===== src/rtl/ramp_log_pkg.sv =====
// constants, command codes and state type for the start-up ramp and status logger
package ramp_log_pkg;
    // =====================================================
    // command codes
    localparam logic [7:0] CMD_RAMP_HIST = 8'hDB;
    localparam logic [7:0] CMD_TEMP_SEL = 8'hDC;
    localparam logic [7:0] CMD_VIN_OFS = 8'hDD;
    localparam logic [7:0] CMD_VOUT_MON = 8'hDE;
    localparam logic [7:0] CMD_STAT_LOG = 8'hDF;
    // =====================================================
    // block lengths in bytes
    localparam logic [5:0] LEN_RAMP_HIST = 6'h20;
    localparam logic [5:0] LEN_TEMP_SEL = 6'h01;
    localparam logic [5:0] LEN_VIN_OFS = 6'h04;
    localparam logic [5:0] LEN_VOUT_MON = 6'h02;
    localparam logic [5:0] LEN_STAT_LOG = 6'h20;
    localparam logic [5:0] LEN_NONE = 6'h00;
    // =====================================================
    // layout
    localparam int RAMP_PAIRS = 15;
    localparam int STAT_WORDS = 16;
    localparam int RAMP_CNT_W = 16;
    localparam int RAMP_PAIR_BASE = 16;
    localparam int PAIR_W = 16;
    localparam int SAMPLE_W = 8;
    localparam int STAT_W = 16;
    localparam int TEMP_SEL_BIT = 0;
    localparam int TRIM_ON_LSB = 16;
    localparam logic [15:0] CNT_STEP = 16'h0001;
    localparam logic [3:0] STAT_LAST = 4'hF;
    localparam logic [3:0] RAMP_LAST = 4'hE;
    localparam logic [16:0] RAMP_GAPS = 17'h0000E;
    // =====================================================
    // timing
    localparam int CLK_HZ = 40_000_000;
    localparam int MS_PER_S = 1000;
    localparam int STAT_INTERVAL_S = 8;
    localparam int STAT_SPAN_S = 128;
    localparam int CYC_PER_MS = CLK_HZ / MS_PER_S;
    localparam int STAT_INTERVAL_CYC = STAT_INTERVAL_S * CLK_HZ;
    // =====================================================
    // logger states
    typedef enum logic [3:0] {
        ST_IDLE = 4'b0001,
        ST_RAMP = 4'b0010,
        ST_STAT = 4'b0100,
        ST_DONE = 4'b1000
    } log_state_t;
endpackage


===== src/rtl/tick_if.sv =====
// run and tick pair between the logger and its interval dividers
`timescale 1ns/1ps
interface tick_if;
    logic run;
    logic tick;
    modport gen (input run, output tick);
    modport user (output run, input tick);
endinterface


===== src/rtl/tick_divider.sv =====
// free divider giving a one-cycle enable every DIV cycles while run is high
`timescale 1ns/1ps
module tick_divider #(
    parameter int unsigned DIV = 40000
) (
    // clock and reset
    input wire logic clock,
    input wire logic rst,
    // run and tick
    tick_if.gen t
);
    localparam int CW = (DIV > 1) ? $clog2(DIV) : 1;
    localparam logic [CW-1:0] LAST = CW'(DIV - 1);
    logic [CW-1:0] cnt_r;
    logic [CW-1:0] cnt_nxt;

    // tick on the last count of each period
    assign t.tick = t.run && (cnt_r == LAST);

    // next count, held at zero while stopped
    always_comb begin
        if (!t.run || cnt_r == LAST) begin
            cnt_nxt = '0;
        end else begin
            cnt_nxt = cnt_r + CW'(1);
        end
    end

    // count register
    always_ff @(posedge clock or posedge rst) begin
        if (rst) begin
            cnt_r <= '0;
        end else begin
            cnt_r <= cnt_nxt;
        end
    end
endmodule // tick_divider


===== src/rtl/ramp_status_logger.sv =====
// start-up ramp history, status log and trim readback command set
// Function
// - ramp history read returns one 32-byte block
// - capture fifteen input/output voltage sample pairs
// - sample spacing scales with configured ramp time
// - latch ramp counter just before ramp
// - latched counter is snapshot count plus one
// - only first ramp after power-up recorded
// - clear ramp log after successful ramp
// - counter low, then input/output byte pairs upward
// - bit 0 selects internal or external sensor
// - input offset upper half is turn-on trim
// - input offset lower half is turn-off trim
// - output trim read as signed 16-bit word
// - status logging starts right after successful ramp
// - status logging stops after 120 seconds
// - sixteen status words spaced eight seconds apart
// - status word n at bits 16n+15:16n
`timescale 1ns/1ps
module ramp_status_logger #(
    parameter int unsigned MS_DIV = ramp_log_pkg::CYC_PER_MS,
    parameter int unsigned STAT_DIV = ramp_log_pkg::STAT_INTERVAL_CYC
) (
    // clock and reset
    input wire logic clock,
    input wire logic rst,
    // command port
    input wire logic cmd_valid,
    input wire logic cmd_write,
    input wire logic [7:0] cmd_code,
    input wire logic [7:0] wr_data,
    output logic rd_valid,
    output logic [255:0] rd_data,
    output logic [5:0] rd_len,
    output logic cmd_error,
    // ramp events and samples
    input wire logic ramp_begin,
    input wire logic ramp_ok,
    input wire logic ramp_fail,
    input wire logic [15:0] ramp_time_ms,
    input wire logic [7:0] vin_sample,
    input wire logic [7:0] vout_sample,
    input wire logic [15:0] snapshot_count,
    // status and trims
    input wire logic [15:0] status_word,
    input wire logic [15:0] vin_trim_on,
    input wire logic [15:0] vin_trim_off,
    input wire logic [15:0] vout_trim,
    // sensor select
    output logic temp_sel
);
    // =====================================================
    // state
    ramp_log_pkg::log_state_t state_r, state_nxt;
    logic ramp_seen_r, ramp_seen_nxt;
    logic [15:0] ramp_cnt_r, ramp_cnt_nxt;
    logic [3:0] ramp_idx_r, ramp_idx_nxt;
    logic [16:0] ramp_acc_r, ramp_acc_nxt;
    logic [3:0] stat_idx_r, stat_idx_nxt;
    logic [7:0] vin_r [ramp_log_pkg::RAMP_PAIRS];
    logic [7:0] vin_nxt [ramp_log_pkg::RAMP_PAIRS];
    logic [7:0] vout_r [ramp_log_pkg::RAMP_PAIRS];
    logic [7:0] vout_nxt [ramp_log_pkg::RAMP_PAIRS];
    logic [15:0] stat_r [ramp_log_pkg::STAT_WORDS];
    logic [15:0] stat_nxt [ramp_log_pkg::STAT_WORDS];
    logic [16:0] acc_sum;
    logic [16:0] ramp_len;
    tick_if ms_if ();
    tick_if st_if ();

    // =====================================================
    // interval dividers
    assign ms_if.run = (state_r == ramp_log_pkg::ST_RAMP);
    assign st_if.run = (state_r == ramp_log_pkg::ST_STAT);

    tick_divider #(.DIV(MS_DIV)) ms_div (
        .clock(clock),
        .rst(rst),
        .t(ms_if)
    );

    tick_divider #(.DIV(STAT_DIV)) stat_div (
        .clock(clock),
        .rst(rst),
        .t(st_if)
    );

    // ramp progress: each ms adds fourteen gaps' worth against the ramp length
    assign acc_sum = ramp_acc_r + ramp_log_pkg::RAMP_GAPS;
    assign ramp_len = {1'b0, ramp_time_ms};

    // =====================================================
    // logger next state
    always_comb begin
        state_nxt = state_r;
        ramp_seen_nxt = ramp_seen_r;
        ramp_cnt_nxt = ramp_cnt_r;
        ramp_idx_nxt = ramp_idx_r;
        ramp_acc_nxt = ramp_acc_r;
        stat_idx_nxt = stat_idx_r;
        vin_nxt = vin_r;
        vout_nxt = vout_r;
        stat_nxt = stat_r;
        case (state_r)
            ramp_log_pkg::ST_IDLE: begin
                if (ramp_begin && !ramp_seen_r) begin
                    ramp_seen_nxt = 1'b1;
                    ramp_cnt_nxt = snapshot_count + ramp_log_pkg::CNT_STEP;
                    vin_nxt[0] = vin_sample;
                    vout_nxt[0] = vout_sample;
                    ramp_idx_nxt = 4'h1;
                    ramp_acc_nxt = '0;
                    state_nxt = ramp_log_pkg::ST_RAMP;
                end
            end
            ramp_log_pkg::ST_RAMP: begin
                if (ramp_ok) begin
                    // clear the ramp record, open the status log
                    ramp_cnt_nxt = '0;
                    for (int i = 0; i < ramp_log_pkg::RAMP_PAIRS; i++) begin
                        vin_nxt[i] = '0;
                        vout_nxt[i] = '0;
                    end
                    stat_nxt[0] = status_word;
                    stat_idx_nxt = 4'h1;
                    state_nxt = ramp_log_pkg::ST_STAT;
                end else if (ramp_fail) begin
                    state_nxt = ramp_log_pkg::ST_DONE;
                end else if (ms_if.tick && ramp_idx_r <= ramp_log_pkg::RAMP_LAST) begin
                    if (acc_sum >= ramp_len) begin
                        vin_nxt[ramp_idx_r] = vin_sample;
                        vout_nxt[ramp_idx_r] = vout_sample;
                        ramp_idx_nxt = ramp_idx_r + 4'h1;
                        ramp_acc_nxt = acc_sum - ramp_len;
                    end else begin
                        ramp_acc_nxt = acc_sum;
                    end
                end
            end
            ramp_log_pkg::ST_STAT: begin
                if (st_if.tick) begin
                    stat_nxt[stat_idx_r] = status_word;
                    stat_idx_nxt = stat_idx_r + 4'h1;
                    if (stat_idx_r == ramp_log_pkg::STAT_LAST) begin
                        state_nxt = ramp_log_pkg::ST_DONE;
                    end
                end
            end
            ramp_log_pkg::ST_DONE: begin
                state_nxt = ramp_log_pkg::ST_DONE;
            end
            default: begin
                state_nxt = ramp_log_pkg::ST_IDLE;
            end
        endcase
    end

    // logger registers, all logs zero from power-up
    always_ff @(posedge clock or posedge rst) begin
        if (rst) begin
            state_r <= ramp_log_pkg::ST_IDLE;
            ramp_seen_r <= 1'b0;
            ramp_cnt_r <= '0;
            ramp_idx_r <= '0;
            ramp_acc_r <= '0;
            stat_idx_r <= '0;
            for (int i = 0; i < ramp_log_pkg::RAMP_PAIRS; i++) begin
                vin_r[i] <= '0;
                vout_r[i] <= '0;
            end
            for (int i = 0; i < ramp_log_pkg::STAT_WORDS; i++) begin
                stat_r[i] <= '0;
            end
        end else begin
            state_r <= state_nxt;
            ramp_seen_r <= ramp_seen_nxt;
            ramp_cnt_r <= ramp_cnt_nxt;
            ramp_idx_r <= ramp_idx_nxt;
            ramp_acc_r <= ramp_acc_nxt;
            stat_idx_r <= stat_idx_nxt;
            vin_r <= vin_nxt;
            vout_r <= vout_nxt;
            stat_r <= stat_nxt;
        end
    end

    // =====================================================
    // command decode and read answer
    logic temp_sel_r, temp_sel_nxt;
    logic rd_valid_r, rd_valid_nxt;
    logic [255:0] rd_data_r, rd_data_nxt;
    logic [5:0] rd_len_r, rd_len_nxt;
    logic cmd_error_r, cmd_error_nxt;
    logic [255:0] ramp_blk;
    logic [255:0] stat_blk;

    // block images of the two logs
    always_comb begin
        ramp_blk = '0;
        stat_blk = '0;
        ramp_blk[ramp_log_pkg::RAMP_CNT_W-1:0] = ramp_cnt_r;
        for (int i = 0; i < ramp_log_pkg::RAMP_PAIRS; i++) begin
            ramp_blk[ramp_log_pkg::RAMP_PAIR_BASE + i*ramp_log_pkg::PAIR_W
                     +: ramp_log_pkg::SAMPLE_W] = vin_r[i];
            ramp_blk[ramp_log_pkg::RAMP_PAIR_BASE + i*ramp_log_pkg::PAIR_W
                     + ramp_log_pkg::SAMPLE_W +: ramp_log_pkg::SAMPLE_W] = vout_r[i];
        end
        for (int i = 0; i < ramp_log_pkg::STAT_WORDS; i++) begin
            stat_blk[i*ramp_log_pkg::STAT_W +: ramp_log_pkg::STAT_W] = stat_r[i];
        end
    end

    // one read answer per known read command, the cycle after it is taken; writes give none
    always_comb begin
        temp_sel_nxt = temp_sel_r;
        rd_valid_nxt = 1'b0;
        rd_data_nxt = rd_data_r;
        rd_len_nxt = rd_len_r;
        cmd_error_nxt = 1'b0;
        if (cmd_valid && cmd_write) begin
            if (cmd_code == ramp_log_pkg::CMD_TEMP_SEL) begin
                temp_sel_nxt = wr_data[ramp_log_pkg::TEMP_SEL_BIT];
            end else begin
                cmd_error_nxt = 1'b1; // read-only or unknown
            end
        end else if (cmd_valid) begin
            rd_valid_nxt = 1'b1;
            rd_data_nxt = '0;
            if (cmd_code == ramp_log_pkg::CMD_RAMP_HIST) begin
                rd_data_nxt = ramp_blk;
                rd_len_nxt = ramp_log_pkg::LEN_RAMP_HIST;
            end else if (cmd_code == ramp_log_pkg::CMD_TEMP_SEL) begin
                rd_data_nxt[ramp_log_pkg::TEMP_SEL_BIT] = temp_sel_r;
                rd_len_nxt = ramp_log_pkg::LEN_TEMP_SEL;
            end else if (cmd_code == ramp_log_pkg::CMD_VIN_OFS) begin
                rd_data_nxt[ramp_log_pkg::TRIM_ON_LSB +: 16] = vin_trim_on;
                rd_data_nxt[15:0] = vin_trim_off;
                rd_len_nxt = ramp_log_pkg::LEN_VIN_OFS;
            end else if (cmd_code == ramp_log_pkg::CMD_VOUT_MON) begin
                rd_data_nxt[15:0] = vout_trim;
                rd_len_nxt = ramp_log_pkg::LEN_VOUT_MON;
            end else if (cmd_code == ramp_log_pkg::CMD_STAT_LOG) begin
                rd_data_nxt = stat_blk;
                rd_len_nxt = ramp_log_pkg::LEN_STAT_LOG;
            end else begin
                rd_valid_nxt = 1'b0;
                rd_len_nxt = ramp_log_pkg::LEN_NONE;
                cmd_error_nxt = 1'b1;
            end
        end
    end

    // command port registers
    always_ff @(posedge clock or posedge rst) begin
        if (rst) begin
            temp_sel_r <= 1'b0;
            rd_valid_r <= 1'b0;
            rd_data_r <= '0;
            rd_len_r <= '0;
            cmd_error_r <= 1'b0;
        end else begin
            temp_sel_r <= temp_sel_nxt;
            rd_valid_r <= rd_valid_nxt;
            rd_data_r <= rd_data_nxt;
            rd_len_r <= rd_len_nxt;
            cmd_error_r <= cmd_error_nxt;
        end
    end

    assign temp_sel = temp_sel_r;
    assign rd_valid = rd_valid_r;
    assign rd_data = rd_data_r;
    assign rd_len = rd_len_r;
    assign cmd_error = cmd_error_r;
endmodule // ramp_status_logger


===== config.mk =====
export PLATFORM = sky130hd
export DESIGN_NAME = ramp_status_logger
export DESIGN_NICKNAME = d
export VERILOG_FILES = /design/src/rtl/ramp_log_pkg.sv /design/src/rtl/tick_if.sv /design/src/rtl/tick_divider.sv /design/src/rtl/ramp_status_logger.sv
export SDC_FILE = /design/constraint.sdc
export NUM_CORES = 2
export LEC_CHECK = 0
export BUFFER_PORTS_ARGS = -buffer_cell sky130_fd_sc_hd__buf_4
export CORE_MARGIN = 1
export CORE_UTILIZATION = 59
export DETAILED_ROUTE_END_ITERATION = 8
export PLACE_DENSITY = 0.84
export SKIP_LAST_GASP = 1
export SYNTH_ARGS = -nofsm -noshare
export SYNTH_HDL_FRONTEND = slang
export SYNTH_SLANG_ARGS = --single-unit
export TNS_END_PERCENT = 30

===== constraint.sdc =====
create_clock -name clock -period 42 [get_ports clock]
set_input_delay 8.4 -clock clock [delete_from_list [all_inputs] [get_ports clock]]
set_output_delay 8.4 -clock clock [all_outputs]
set_load 0.02 [all_outputs]

==> Implementation_results.wiki <==
{| class="wikitable"
! Metric !! Value
|-
| Run status || finished, final reports clean
|-
| Synth Area in XOR/XNOR || 2.00%
|-
| VDD IR max || between 20 and 30 uV
|-
| First-pass GRT wire length || around 170,000 um
|-
| Crit path DAT || around 13 ns
|-
| Count of flip-flops with a built-in enable after synthesis || 0
|-
| Area of the mapped netlist || 0.0363 mm^2
|-
| Standard cell core area || slightly above 0.06 mm^2
|-
| Max-cap violations || 0
|-
| Starting DRT DRC Count || 3,009
|-
| Number of standard cells after synthesis || ~3,000
|-
| Die Footprint || around 0.063 mm^2
|-
| Setup violation total in the final timing report || 0
|-
| Dpl hpwl || 68,200 um
|-
| Kind of launch point of the worst setup path || primary input
|-
| DRC viols || 0
|-
| Root cell of the clock tree || clkbuf_16
|-
| Initial Utilization || roughly three fifths
|-
| Via count || 27,400
|-
| Number of pins exceeding their max-slew limit in the final report || 0
|-
| Cell accounting for the most synthesized area || dfrtp_1
|-
| Final Hold Fails || 0
|-
| Average wire per cell in the routed design || 26.6 um
|-
| Post-synthesis cell type count || 67
|-
| Leading cell types in the layout, fill and taps excluded || dfrtp_1, buf_4, nand2_1
|-
| Total leakage power || 19.8 nW
|-
| Final Critical Period || 12.67 ns
|-
| FF-to-FF path depth || 15
|-
| DR WL met2 || approximately 52,000 um
|-
| Count of cells resized by post-cts repair || 0
|-
| Hold buffers post-CTS || 0
|-
| Synth Flop Type || dfrtp_1
|-
| Number of antenna violations at the first check in global routing || 4
|-
| Layout area overhead || 16.8%
|-
| Final hold slack || 0.481 ns
|-
| Multi-input gate area in the final layout || 0.0140 mm^2
|-
| Routability congestion estimate || 0.888
|-
| Number of placed I/O pins || 400
|-
| Worst Skew || ~0.025 ns
|-
| Post-synthesis compound-gate area fraction || 13.2%
|-
| Metal3 WL || between 10,000 and 15,000 um
|-
| Layout Nets || 3,450
|-
| TritonCTS clock tree || done
|-
| Slew @ Worst Pin || 1.23 ns
|-
| Antenna violation net count after detailed routing || 0
|-
| Global Route Usage Sum || 35.2%
|-
| Warnings, synthesis || 0
|-
| Mean number of vias per cell || 6.62
|-
| Async set-or-reset flop fraction in the synthesized netlist || 100%
|-
| Pwr/cell area || 43.6 mW/mm^2
|-
| Number of H-tree levels || 3
|-
| CTS Buf Count || 84
|-
| Syn Area/Cell || 12.0 um^2
|-
| Fraction of final layout cells sized beyond drive strength 1 || 24.2%
|-
| 1st-pass router iterations || 8
|-
| Number of buffers between clock root and the deepest sink || 3
|-
| Chip Height || 250 um
|-
| Depth of the worst hold-timing path || 2
|-
| Post-route cell area || 0.0424 mm^2
|-
| Worst hold-check path type || flip-flop to flip-flop
|-
| Number of port buffers || 390
|-
| Max Freq || 0.0789 GHz
|-
| Highest routed layer || met4
|-
| Sequential-to-total area share from yosys stat || 58.6%
|-
| Vias in the first global route || 27,900
|-
| Multiplexer share of the synthesized area || 14.4%
|-
| Clk sinks || 850
|-
| DRT met1 WL || 41,300 um
|-
| Post-synthesis register bit count || 850
|-
| Slew margin rel. || 17.8%
|-
| Synthesized-area fraction occupied by and/or/nand/nor cells || 7.72%
|-
| Required time of the critical path || 42.67 ns
|-
| Maximum number of pins on one net before global-route repair || 205
|-
| Adder-cell share of the synthesized area || 1.02%
|-
| Number of buffers added for setup after CTS || 0
|-
| Worst skew pair latency || roughly 0.65 ns
|-
| Fraction of post-synthesis cell area in the top cell type by area || 58.5%
|-
| Sequential standard cell area || 0.0213 mm^2
|-
| Wire length after detailed routing || 110,000 um
|-
| Critical path endpoint category || asynchronous set/reset pin
|-
| Instance area after placement || 0.0396 mm^2
|-
| Setup repair after global routing missed its margin || false
|-
| Largest cells by area after synthesis || dfrtp_1, mux2_2, mux2i_1, a32o_1, o21ai_0
|-
| Clock-pin slew reported for the worst setup and hold paths after clock tree synthesis || 0.06 ns
|-
| Total gr overflow || 0
|-
| Critical path class || primary input to asynchronous set/reset pin
|-
| Fill cell instance count of the final layout || ~4,000
|-
| Largest family of logic cells by synthesized area || multiplexers
|-
| Horizontal extent of the die || between 200 and 300 um
|-
| Post-Route Setup TNS || 0 ns
|-
| Most common library cell in the layout ignoring fill and taps || dfrtp_1
|-
| Cell row count || 90
|-
| Crit path max fanout || 161
|-
| Final critical-path share of the clock period || 30.2%
|}
-- final timing paths --
path | from | to | slack, ns
worst max-delay path | rst | ramp_blk[43]$_DFFE_PP0P_ | 29.33
worst min-delay path | rd_data[197]$_DFFE_PP0P_ | rd_data[197]$_DFFE_PP0P_ | 0.48
worst max register to register | ramp_acc_r[1]$_DFFE_PP0P_ | ramp_blk[138]$_DFFE_PP0P_ | 36.86
worst min register to register | rd_data[197]$_DFFE_PP0P_ | rd_data[197]$_DFFE_PP0P_ | 0.48
max in group clock | ramp_time_ms[14] | ramp_blk[138]$_DFFE_PP0P_ | 30.76
min in group asynchronous | rst | ramp_acc_r[6]$_DFFE_PP0P_ | 7.86
-- per-layer routing --
metal / GRT usage (%) / vias up
met5: 0 / -
met4: 20.0 / 0
met3: 7.17 / 358
met2: 56.7 / 1563
met1: 44.6 / 14000
li1: - / 11500
-- power by group --
part           internal (mW)  switching, mW
Clock                  0.438          0.326
Combinational         0.0627          0.130
Sequential             0.861         0.0300
Total                   1.36          0.486
-- per-stage QoR --
| step | utilization (%) | power (mW) | std cells | worst slack [ns] |
|---|---|---|---|---|
| 6_report | 70.0 | 1.85 | 4138 | 29.33 |
| 5_1_grt | 69.9 | 1.90 | 4135 | 28.43 |
| 4_1_cts | 69.9 | 1.85 | 4134 | 29.07 |
| 3_5_place_dp | 65.3 | 1.09 | 3982 | 28.41 |
| 3_3_place_gp | 65.3 | 1.08 | 3982 | 28.61 |
| 2_1_floorplan | - | 1.02 | 3014 | 9.72 |
-- worst max-delay path: stages --
cell    delay [ns]
buf_4         0.13
inv_8         0.47
buf_12        0.67
buf_4         0.89
buf_4         0.89
buf_4         0.84
buf_4         0.79
-- state kept, by name (all words and copies together) (netlist names), 4 cells and up --
register	cells
rd_data	256
stat_blk	256
ramp_blk	240
stat_div.cnt_r	29
ramp_acc_r	17
ms_div.cnt_r	16
ramp_cnt_r	16
ramp_idx_r	4
rd_len	4
stat_idx_r	4
state_r	4
-- cell type report --
cell class                      instances  share of cell area, %
Sequential cell                       850                   50.2
Antenna cell                            4                 0.0236
Timing Repair Buffer                  420                   7.52
Clock buffer                          120                   5.75
Inverter                               34                  0.319
Multi-Input combinational cell       1896                   33.0
Clock inverter                         32                  0.892
Tap cell                              782                   2.31
-- cells by family (layout without fill, tap and decap cells) --
logic type | count (synthesis) | after routing
DFF | 850 | 850
AOI/OAI and AO/OA | 665 | 665
muxes | 490 | 490
xor gates and xnor gates | 83 | 83
and+or+nand+nor | 627 | 627
adders and majority gates | 29 | 29
other | 1 | 6
buffers and inverters | 268 | 606
-- cells in the mapped netlist (all sizes together), types with 2 or more instances --
library cell and n:
xor2 50, and3 24, a21oi 24, o31ai 6, o21a 3, nand3 31, nor2b 9, nand4 16
nor4b 3, buf 56, a222oi 16, and4 4, a22o 3, nor4 3, a22oi 33, dfrtp 849
nand4b 11, clkbuf 178, inv 34, mux2 258, nor3 21, or4 2, a21o 19, mux2i 231
a32o 224, or3 6, o21ai 305, nor3b 4, and2 9, nor2 90, nand2 381, xnor2 33
a31oi 16, or2 2, o31a 2, o21bai 2, nand2b 9, ha 28
Note: power is estimated with default switching activity, not from simulation.
